<file path="src/hw/status_event_pkg.sv">
// Shared constants, register selectors and helpers for the status and event hierarchy
package status_event_pkg;

    localparam int NUM_INSTR = 14;
    localparam int UNIT_W    = 4;
    localparam int OSR_W     = 16;
    localparam int SB_W      = 8;

    // Operational structure masks and reset values
    localparam logic [15:0] OSR_VALID_MASK = 16'h7FFF;
    localparam logic [15:0] ENABLE_MASK    = 16'h7FFF;
    localparam logic [15:0] PTR_PRESET     = 16'h7FFF;
    localparam logic [15:0] NTR_PRESET     = 16'h0000;
    localparam logic [15:0] ENABLE_RST     = 16'h0000;
    localparam logic [15:0] EVENT_RST      = 16'h0000;
    localparam logic [15:0] COND_RST       = 16'h0000;

    // Instrument condition bit positions
    localparam int COND_CALIBRATION_ACTIVE = 0;
    localparam int COND_SETTLE_WAIT        = 1;
    localparam int COND_RANGE_CHANGE       = 2;
    localparam int COND_SWEEP_ACTIVE       = 3;
    localparam int COND_MEASURING          = 4;
    localparam int COND_TRIGGER_WAIT       = 5;
    localparam int COND_ARM_WAIT           = 6;
    localparam int COND_CORRECTION_ACTIVE  = 7;
    localparam int COND_SELF_TEST          = 8;
    localparam int COND_ABORT              = 9;
    localparam int COND_PROGRAM_RUNNING    = 14;

    // First top-level bit taken by an instrument summary
    localparam int TOP_FIRST_BIT = 1;

    // Standard event bit positions
    localparam int ESR_OPC        = 0;
    localparam int ESR_QUERY_ERR  = 2;
    localparam int ESR_DEVICE_ERR = 3;
    localparam int ESR_EXEC_ERR   = 4;
    localparam int ESR_CMD_ERR    = 5;
    localparam int ESR_POWER_ON   = 7;
    localparam logic [7:0] ESR_USED_MASK = 8'hBD;

    // Status byte bit positions
    localparam int STB_QUEUE   = 2;
    localparam int STB_MAV     = 4;
    localparam int STB_ESR_SUM = 5;
    localparam int STB_MSS     = 6;
    localparam int STB_OP_SUM  = 7;
    localparam logic [7:0] STB_ZERO_MASK = 8'h0B;
    localparam logic [7:0] SRE_MSS_MASK  = 8'hBF;

    localparam logic [7:0] ESR_RST = 8'h00;
    localparam logic [7:0] ESE_RST = 8'h00;
    localparam logic [7:0] SRE_RST = 8'h00;
    localparam logic [7:0] STB_RST = 8'h00;

    typedef enum logic [3:0] {
        SEL_COND, SEL_EVENT, SEL_ENABLE, SEL_PTR, SEL_NTR,
        SEL_ESR, SEL_ESE, SEL_STB, SEL_SRE
    } reg_sel_t;

    function automatic logic summary_of(input logic [15:0] ev, input logic [15:0] en);
        summary_of = |(ev & en);
    endfunction

endpackage

</file>
<file path="src/hw/status_event_hierarchy.sv">
// Status and event hierarchy: instrument structures, top structure, event register, status byte
`timescale 1ns/100ps
// Behaviour
// - Questionable structure has the same shape but every register reads zero.
// - Instrument condition bits: calibrate, settle, range, sweep, measure, trigger, arm, correct, test, abort, program.
// - Condition register follows activity continuously, bit set or cleared as it changes.
// - A rising condition bit with its positive filter set passes onward.
// - A falling condition bit with its negative filter set sets the event bit.
// - Each accepted transition sets and latches its event bit.
// - Reading an operational event register returns it and then clears it.
// - Summary is OR over all bits of event AND enable.
// - Top operational bits 1 to 14 take instrument summaries; bit 15 reads zero.
// - Top operational summary drives status byte bit 7.
// - Standard event register is eight bits, cleared on read and on clear-status.
// - Standard event bits: 0 complete, 2 query, 3 device, 4 execution, 5 command, 7 power-on.
// - Standard event register masked by its enable forms status byte bit 5.
// - Status byte bit 2 is high while the error and event queue is not empty.
// - Status byte bit 4 is high while an output message awaits reading.
// - Status byte AND service request enable forms bit 6; it raises service request.
// - Status byte clears after its read; service request enable read leaves it unchanged.
// - Preset clears operational enables, sets positive filters, clears negative filters only.
module status_event_hierarchy
    import status_event_pkg::*;
(
    input  wire logic                           clk,
    input  wire logic                           reset_n,
    input  wire logic [NUM_INSTR-1:0][OSR_W-1:0] instr_cond,
    input  wire logic [SB_W-1:0]                esr_event,
    input  wire logic                           queue_not_empty,
    input  wire logic                           message_available,
    input  wire logic                           status_preset,
    input  wire logic                           clear_status_command,
    input  wire logic                           cmd_valid,
    input  wire logic                           cmd_write,
    input  wire logic                           cmd_quest,
    input  wire logic [UNIT_W-1:0]              cmd_unit,
    input  wire reg_sel_t                       cmd_sel,
    input  wire logic [OSR_W-1:0]               cmd_wdata,
    output logic      [OSR_W-1:0]               rd_data,
    output logic                                rd_valid,
    output logic      [SB_W-1:0]                status_byte,
    output logic                                master_summary,
    output logic                                service_request
);

    // Index 0 is the top-level structure, 1..NUM_INSTR the instruments
    logic [OSR_W-1:0] cond_a   [0:NUM_INSTR];
    logic [OSR_W-1:0] event_a  [0:NUM_INSTR];
    logic [OSR_W-1:0] enable_a [0:NUM_INSTR];
    logic [OSR_W-1:0] ptr_a    [0:NUM_INSTR];
    logic [OSR_W-1:0] ntr_a    [0:NUM_INSTR];
    logic [NUM_INSTR:0] sum_a;
    logic [OSR_W-1:0] top_cond;

    logic            rd_cmd;
    logic            wr_cmd;
    logic [SB_W-1:0] esr_r;
    logic [SB_W-1:0] ese_r;
    logic [SB_W-1:0] sre_r;
    logic [SB_W-1:0] stb_r;
    logic [SB_W-1:0] stb_live;
    logic [SB_W-1:0] esr_nxt;
    logic [SB_W-1:0] stb_nxt;
    logic            por_done_r;
    logic            esr_sum;
    logic [OSR_W-1:0] rd_nxt;

    function automatic logic unit_hit(input logic [UNIT_W-1:0] unit, input int idx);
        unit_hit = (int'(unit) == idx);
    endfunction

    function automatic logic op_access(input logic quest, input reg_sel_t sel, input reg_sel_t want);
        op_access = !quest && (sel == want);
    endfunction

    assign rd_cmd = cmd_valid && !cmd_write;
    assign wr_cmd = cmd_valid && cmd_write;

    // Top structure sees the instrument summaries as its condition
    always_comb begin
        top_cond = COND_RST;
        top_cond[TOP_FIRST_BIT +: NUM_INSTR] = sum_a[NUM_INSTR:1];
    end

    genvar gi;
    generate
        for (gi = 0; gi <= NUM_INSTR; gi++) begin : g_osr
            status_structure u_osr (
                .clk       (clk),
                .reset_n   (reset_n),
                .cond_in   ((gi == 0) ? top_cond : instr_cond[(gi == 0) ? 0 : gi - 1]),
                .preset    (status_preset),
                .en_wr     (wr_cmd && unit_hit(cmd_unit, gi) && op_access(cmd_quest, cmd_sel, SEL_ENABLE)),
                .ptr_wr    (wr_cmd && unit_hit(cmd_unit, gi) && op_access(cmd_quest, cmd_sel, SEL_PTR)),
                .ntr_wr    (wr_cmd && unit_hit(cmd_unit, gi) && op_access(cmd_quest, cmd_sel, SEL_NTR)),
                .wdata     (cmd_wdata),
                .ev_rd_clr (rd_cmd && unit_hit(cmd_unit, gi) && op_access(cmd_quest, cmd_sel, SEL_EVENT)),
                .cond_r    (cond_a[gi]),
                .event_r   (event_a[gi]),
                .enable_r  (enable_a[gi]),
                .ptr_r     (ptr_a[gi]),
                .ntr_r     (ntr_a[gi]),
                .summary   (sum_a[gi])
            );
        end
    endgenerate

    // Power-on is reported once, the cycle after reset release
    always_ff @(posedge clk or negedge reset_n) begin
        if (!reset_n) begin
            por_done_r <= 1'b0;
        end else begin
            por_done_r <= 1'b1;
        end
    end

    // Standard event register: no condition stage, sets win over clears
    always_comb begin
        esr_nxt = esr_r;
        if ((rd_cmd && op_access(cmd_quest, cmd_sel, SEL_ESR)) || clear_status_command) begin
            esr_nxt = ESR_RST;
        end
        esr_nxt = esr_nxt | (esr_event & ESR_USED_MASK);
        esr_nxt[ESR_POWER_ON] = esr_nxt[ESR_POWER_ON] | !por_done_r;
    end

    always_ff @(posedge clk or negedge reset_n) begin
        if (!reset_n) begin
            esr_r <= ESR_RST;
        end else begin
            esr_r <= esr_nxt;
        end
    end

    // Enables for the event register and service request
    always_ff @(posedge clk or negedge reset_n) begin
        if (!reset_n) begin
            ese_r <= ESE_RST;
            sre_r <= SRE_RST;
        end else if (wr_cmd && !cmd_quest) begin
            if (cmd_sel == SEL_ESE) begin
                ese_r <= cmd_wdata[SB_W-1:0];
            end
            if (cmd_sel == SEL_SRE) begin
                sre_r <= cmd_wdata[SB_W-1:0];
            end
        end
    end

    assign esr_sum = |(esr_r & ese_r);

    // Live sources of the status byte; reserved positions stay low
    always_comb begin
        stb_live              = STB_RST;
        stb_live[STB_QUEUE]   = queue_not_empty;
        stb_live[STB_MAV]     = message_available;
        stb_live[STB_ESR_SUM] = esr_sum;
        stb_live[STB_OP_SUM]  = sum_a[0];
    end

    // Latched byte: a read clears it, but a source still high sets it again
    always_comb begin
        stb_nxt = stb_r;
        if (rd_cmd && op_access(cmd_quest, cmd_sel, SEL_STB)) begin
            stb_nxt = STB_RST;
        end
        stb_nxt = (stb_nxt | stb_live) & ~STB_ZERO_MASK;
        stb_nxt[STB_MSS] = 1'b0;
    end

    always_ff @(posedge clk or negedge reset_n) begin
        if (!reset_n) begin
            stb_r <= STB_RST;
        end else begin
            stb_r <= stb_nxt;
        end
    end

    // Bit 6 of the enable is ignored so the summary cannot feed itself
    assign master_summary  = |(stb_r & sre_r & SRE_MSS_MASK);
    assign service_request = master_summary;

    always_comb begin
        status_byte          = stb_r;
        status_byte[STB_MSS] = master_summary;
    end

    // Read decode; questionable selections always return zero
    always_comb begin
        rd_nxt = '0;
        if (cmd_quest) begin
            rd_nxt = '0;
        end else if (cmd_sel == SEL_ESR) begin
            rd_nxt = {8'h00, esr_r};
        end else if (cmd_sel == SEL_ESE) begin
            rd_nxt = {8'h00, ese_r};
        end else if (cmd_sel == SEL_SRE) begin
            rd_nxt = {8'h00, sre_r};
        end else if (cmd_sel == SEL_STB) begin
            rd_nxt = {8'h00, status_byte};
        end else if (int'(cmd_unit) <= NUM_INSTR) begin
            case (cmd_sel)
                SEL_COND:   rd_nxt = cond_a[cmd_unit];
                SEL_EVENT:  rd_nxt = event_a[cmd_unit];
                SEL_ENABLE: rd_nxt = enable_a[cmd_unit];
                SEL_PTR:    rd_nxt = ptr_a[cmd_unit];
                SEL_NTR:    rd_nxt = ntr_a[cmd_unit];
                default:    rd_nxt = '0;
            endcase
        end
    end

    always_ff @(posedge clk or negedge reset_n) begin
        if (!reset_n) begin
            rd_data  <= '0;
            rd_valid <= 1'b0;
        end else begin
            rd_valid <= rd_cmd;
            if (rd_cmd) begin
                rd_data <= rd_nxt;
            end
        end
    end
endmodule

</file>
<file path="src/hw/status_structure.sv">
// One operational status structure: condition, transition filters, event, enable, summary
`timescale 1ns/100ps
module status_structure
    import status_event_pkg::*;
(
    input  wire logic        clk,
    input  wire logic        reset_n,
    input  wire logic [15:0] cond_in,
    input  wire logic        preset,
    input  wire logic        en_wr,
    input  wire logic        ptr_wr,
    input  wire logic        ntr_wr,
    input  wire logic [15:0] wdata,
    input  wire logic        ev_rd_clr,
    output logic      [15:0] cond_r,
    output logic      [15:0] event_r,
    output logic      [15:0] enable_r,
    output logic      [15:0] ptr_r,
    output logic      [15:0] ntr_r,
    output logic             summary
);

    logic [15:0] rise;
    logic [15:0] fall;
    logic [15:0] event_nxt;

    // Condition follows the live activity every cycle
    always_ff @(posedge clk or negedge reset_n) begin
        if (!reset_n) begin
            cond_r <= COND_RST;
        end else begin
            cond_r <= cond_in & OSR_VALID_MASK;
        end
    end

    assign rise = (cond_in & OSR_VALID_MASK) & ~cond_r;
    assign fall = ~(cond_in & OSR_VALID_MASK) & cond_r;

    // A set arriving with the read clear survives to the next read
    always_comb begin
        event_nxt = ev_rd_clr ? EVENT_RST : event_r;
        event_nxt = event_nxt | (rise & ptr_r) | (fall & ntr_r);
    end

    always_ff @(posedge clk or negedge reset_n) begin
        if (!reset_n) begin
            event_r <= EVENT_RST;
        end else begin
            event_r <= event_nxt;
        end
    end

    // Preset has priority over a host write in the same cycle
    always_ff @(posedge clk or negedge reset_n) begin
        if (!reset_n) begin
            enable_r <= ENABLE_RST;
            ptr_r    <= PTR_PRESET;
            ntr_r    <= NTR_PRESET;
        end else if (preset) begin
            enable_r <= ENABLE_RST;
            ptr_r    <= PTR_PRESET;
            ntr_r    <= NTR_PRESET;
        end else begin
            if (en_wr) begin
                enable_r <= wdata & ENABLE_MASK;
            end
            if (ptr_wr) begin
                ptr_r <= wdata & OSR_VALID_MASK;
            end
            if (ntr_wr) begin
                ntr_r <= wdata & OSR_VALID_MASK;
            end
        end
    end

    assign summary = summary_of(event_r, enable_r);

endmodule

</file>
<file path="config.mk">
export PLATFORM = sky130hd
export DESIGN_NAME = status_event_hierarchy
export DESIGN_NICKNAME = d
export VERILOG_FILES = /design/src/hw/status_event_pkg.sv /design/src/hw/status_event_hierarchy.sv /design/src/hw/status_structure.sv
export SDC_FILE = /design/constraint.sdc
export NUM_CORES = 2
export LEC_CHECK = 0
export BUFFER_PORTS_ARGS = -buffer_cell sky130_fd_sc_hd__buf_2
export CAP_MARGIN = 20
export CORE_ASPECT_RATIO = 1.5
export CORE_MARGIN = 2
export CORE_UTILIZATION = 62
export DETAILED_ROUTE_END_ITERATION = 8
export PLACE_DENSITY_LB_ADDON = 0.15
export RECOVER_POWER = 50
export SLEW_MARGIN = 0
export SYNTH_ARGS = -nofsm -noshare
export SYNTH_HDL_FRONTEND = slang
export SYNTH_SLANG_ARGS = --single-unit
</file>
<file path="constraint.sdc">
create_clock -name clk -period 2.3 [get_ports clk]
set_input_delay 0 -clock clk [delete_from_list [all_inputs] [get_ports clk]]
set_output_delay 0 -clock clk [all_outputs]
set_load 0.02 [all_outputs]
</file>
==> results of run 1 <==
==> repair_timing <==
item / in CTS
setup endpoints to repair: 5
hold buffers: 459
buffers inserted: 3
gates cloned: 0
hold endpoints to repair: 2008
resized for setup: 9
pin swaps: 2
==> through the flow <==
stage	setup slack [ns]	setup TNS (ns)	util (%)	instance area [µm²]	hold WS, ns
after floorplan	0.415	0	-	57000	-0.296
after global placement	-0.775	-4.19	70.3	64200	-0.0310
after detailed placement	-0.665	-4.49	70.3	64200	-0.0292
after CTS	0.000139	0	79.5	72700	0.00146
==> Yosys cell counts (108+ instances only) <==
cell and number:
clkbuf_1 234, mux2i_1 241, dfstp_2 225, nor2b_1 217
nand2_1 1389, a211o_1 211, nand3b_1 233, o21ai_0 108
dfrtp_1 941, o211ai_1 224, nor2_1 155, a22oi_1 135
a21oi_1 500, mux4_2 158
==> per-layer routing <==
layer	overflow	global-route usage (%)
met3	2	63.2
met5	0	21.9
met1	0	78.4
met2	12	95.2
met4	14	82.5
==> kinds of logic after synthesis <==
kind of cell	count (synthesis)
flip-flops	1166
AO/OA/AOI/OAI	1337
multiplexers	423
other	2
AND/OR/NAND/NOR	2215
buffers and inverters	447
==> run_results.csv, run 1 <==
group,metric,value,unit
placed_design,gp_congestion,1.18,
synthesis,synth-async-reset-ratio,100,%
global_routing,grt_max_degree,91,
outcome,first-error,"[ERROR GRT-0116] Global routing finished with congestion. Check the congestion regions in the DRC Viewer.",
floorplan,top_level_ports,292,
synthesis,synth_warnings,0,
synthesis,synth_enable_flop_cells,0,
synthesis,ys_types,73,
cts,htree_levels,3,
synthesis,yosys.area_share.simple,18.2,%
synthesis,synth_top_area_cell,"dfrtp_1",
floorplan,row_count,136,
synthesis,yosysSeqAreaShare,51.7,%
global_routing,grt.total_usage,78.9,%
synthesis,synth_top_area_share,41.3,%
global_routing,grt_pass1_wl,525000,µm
outcome,haltStage,"5_1_grt",
synthesis,synthCells,5590,
floorplan,die_y,375,µm
cts,clk_path_buf_depth,3,
global_routing,grt_pass1_vias,68213,
placed_design,dp_cells,7279,
cts,numCtsBuffers,107,
floorplan,die_w,252,µm
synthesis,ys_seq_elements,1166,
placed_design,io_buffers,270,
synthesis,synth_adder_area_share,0,%
synthesis,synth_compound_area_share,15.6,%
outcome,status,"did not finish",
synthesis,synthMuxAreaShare,11.0,%
placed_design,dp_hpwl,214000,µm
cts,root_buffer,"clkbuf_16",
synthesis,synth_flop_cell,"dfrtp_1",
synthesis,synth_top_family_by_area,"simple AND/OR/NAND/NOR gates",
synthesis,synth_xor_area_share,0,%
global_routing,grt-ovfl-total,28,
synthesis,synth_area_per_cell,10.2,µm²
floorplan,start_util,62.4,%
synthesis,synth_area_leaders,"dfrtp_1, dfstp_2, nand2_1, mux4_2, a21oi_1",
cts,cts.sinks,1166,
synthesis,syn_area,57000,µm²
==> inputs of run 2 (changes only) <==
CORE_ASPECT_RATIO = not set   (was 1.5)
CORE_UTILIZATION = 40   (was 62)
==> run 2 against run 1 <==
Against the previous run: area after synthesis unchanged; synthesized cell count unchanged; the flow now finishes, with violations (max-capacitance violations, max-slew violations).
==> run_results.csv, run 2 <==
group,metric,value,unit
floorplan,die_y,381,µm
detailed_routing,drtIter0Drc,8291,
cts,root_buffer,"clkbuf_16",
hold_path,hold_class,"in -> reg",
setup_path,cp-startpoint,"g_osr[7].u_osr.ntr_r[3]",
floorplan,die_w,381,µm
synthesis,synth_top_area_share,41.3,%
cells_and_area,postLayoutCellArea,74700,µm²
setup_path,cp_top_family,"multiplexers",
cts,cts.sinks,1166,
timing,finalMaxSlewViolations,27,
timing,setup-tns-final,0,ns
setup_path,r2r_start,"g_osr[7].u_osr.ntr_r[3]",
timing,max_slew.worst_pin.slew,1.53,ns
outcome,status,"complete, but fails checks",
setup_path,cp_max_fo,3,
cts,numCtsBuffers,136,
placed_design,place_area,65300,µm²
cts,insertion_delay,0.81,ns
floorplan,top_level_ports,292,
floorplan,dieArea,146000,µm²
timing,hold_violations,0,
synthesis,synth_most_common_cell,"nand2_1",
outcome,violations,"max-capacitance violations, max-slew violations",
timing,period_needed,2.29,ns
cells_and_area,reg.largest.list,"g_osr.u_osr.enable_r (225), g_osr.u_osr.ntr_r (225), g_osr.u_osr.ptr_r (225)",
detailed_routing,dr.pass1.iters,9,
placed_design,io_buffers,270,
timing,max_freq,0.436,GHz
cts,path_clk_slew,0.06,ns
hold_path,hold_start,"instr_cond[209]",
setup_path,max_stage_delay,0.58,ns
detailed_routing,wirelength,311000,µm
synthesis,synth-async-reset-ratio,100,%
power_and_ir_drop,powerDensity,647,nW/µm²
placed_design,gp_congestion,1.13,
synthesis,synth_adder_area_share,0,%
setup_path,critPathLaunchType,"flop",
setup_path,criticalPathCategory,"reg -> reg",
detailed_routing,vias_per_cell,6.27,
power_and_ir_drop,vdd_drop_max,0.000728,V
power_and_ir_drop,power.leakage,30.4,nW
setup_path,rrSetupSlack,0.008,ns
setup_path,r2r_end,"rd_data[3]",
cells_and_area,nNetsFinal,7039,
global_routing,grt_pass1_wl,429000,µm
synthesis,synth_top_area_cell,"dfrtp_1",
synthesis,synth_top_family_by_area,"simple AND/OR/NAND/NOR gates",
detailed_routing,vias,55136,
synthesis,ys_top_cells_by_count,"nand2_1, dfrtp_1, a21oi_1, mux2i_1, clkbuf_1",
floorplan,row_count,138,
setup_path,cp.required,2.95,ns
synthesis,ys_types,73,
setup_path,worstSetupEndpointType,"flop",
global_routing,antenna_found_initial,32,
detailed_routing,ant_nets,0,
setup_path,critPathArrivalTime,2.94,ns
synthesis,ys_seq_elements,1166,
placed_design,dp_hpwl,229000,µm
timing,slew_headroom,-2.27,%
global_routing,grt.total_usage,42.2,%
hold_path,hold_end,"g_osr[14].u_osr.event_r[1]",
synthesis,synth_enable_flop_cells,0,
synthesis,synth_area_leaders,"dfrtp_1, dfstp_2, nand2_1, mux4_2, a21oi_1",
detailed_routing,avgRoutedWirePerCell,35.4,µm
cells_and_area,final_cell_mix,"nand2_1, dfrtp_1, buf_4",
synthesis,synth_xor_area_share,0,%
synthesis,yosys.area_share.simple,18.2,%
synthesis,synth_flop_cell,"dfrtp_1",
floorplan,start_util,40.3,%
timing,setup_viol,0,
global_routing,grt_max_degree,113,
setup_path,reg2reg_depth,7,
cts,cts_tree,"built",
cts,clk_path_buf_depth,3,
setup_path,cp_num_buf_inv,2,
setup_path,cpMaxStageDelayCell,"mux4_2",
synthesis,synth_area_per_cell,10.2,µm²
global_routing,grt_pass1_vias,52003,
synthesis,synth_warnings,0,
cells_and_area,final_layout_size_suffix_gt1_share,20.7,%
cells_and_area,area_growth,31.1,%
timing,fin_skew,0.0370,ns
synthesis,synth_compound_area_share,15.6,%
synthesis,yosysSeqAreaShare,51.7,%
flow_run,cap_violations,1,
synthesis,synthMuxAreaShare,11.0,%
timing,timing.final.crit_share,99.7,%
detailed_routing,remaining_drc_errors,0,
synthesis,synthCells,5590,
synthesis,syn_area,57000,µm²
floorplan,fp.coreArea,141000,µm²
global_routing,grt-ovfl-total,0,
hold_path,hold_depth,4,
setup_path,crit_top_cell,"buf_4",
cells_and_area,final_common_cell,"nand2_1",
cts,htree_levels,4,
setup_path,crit_chain,"mux4_2 -> o21ai_0 -> buf_4 -> nand4_1 -> nor4_1 -> buf_4 -> a22oi_1",
run 2: cell counts after synthesis:
No cell type changed its count.
run 2: how the worst max path moves through the flow:
stage,cells after the start,endpoint,slack (ns)
3_5_place_dp,10,rd_data[6],-0.56
2_1_floorplan,8,rd_data[12],0.42
6_report,7,rd_data[3],0.008
4_1_cts,8,rd_data[5],0.01
5_1_grt,8,rd_data[7],-0.007
3_3_place_gp,10,rd_data[6],-0.58
run 2: timing repair:
| item | CTS | global route |
|---|---|---|
| hold endpoints to repair | 2138 | 0 |
| gates cloned | 0 | 0 |
| setup buffers | 0 | 11 |
| pin swaps | 1 | 4 |
| hold buffers | 501 | 0 |
| resized for setup | 11 | 20 |
| setup endpoints to repair | 5 | 16 |
run 2: per-stage QoR:
step                cells  setup slack [ns]  total power, mW  hold slack, ns  utilization [%]
floorplan            5593             0.415             22.8          -0.296                -
global placement     8014            -0.576             25.4         -0.0440             46.2
detailed placement   8014            -0.557             25.4         -0.0403             46.2
CTS                  8768            0.0150             48.5        0.000145             53.0
global route         8780          -0.00749             49.5          0.0458             52.8
finish               8789           0.00788             48.3          0.0410             52.8
run 2: routing by layer:
metal  share of wire [%]  GRT usage (%)  routed length, µm
met5               0.049              0                151
met4                 5.5           19.7              17200
met3                  12           11.6              38200
met2                  42           59.7             130000
met1                  40           59.8             126000
run 2: cell families after synthesis:
family / Yosys count
simple gates: 2215
compound gates: 1337
flops: 1166
buf+inv: 447
mux: 423
other cells: 2
run 2: layout make-up:
| type | count | area (µm²) |
|---|---|---|
| repair buffers | 1461 | 12500 |
| fillers | 12794 | 66700 |
| inverters | 29 | 109 |
| flip-flops and latches | 1166 | 29500 |
| clock inverters | 43 | 576 |
| multi-input cells | 3980 | 25700 |
| well taps | 1890 | 2360 |
| diodes | 10 | 25.0 |
| clock buffers | 210 | 3990 |
run 2: report_power, final:
part	internal, mW	switching, mW
Sequential	20.8	0.301
Combinational	1.79	2.98
Clock	13.0	9.47
run 2: worst register-to-register path, cell delays in order (launching register included):
cell and delay [ns]:
dfrtp_1 0.40, mux4_2 0.58, o21ai_0 0.19, buf_4 0.21, nand4_1 0.11, nor4_1 0.33, buf_4 0.21, a22oi_1 0.09
Power figures use the tool's default switching activity.
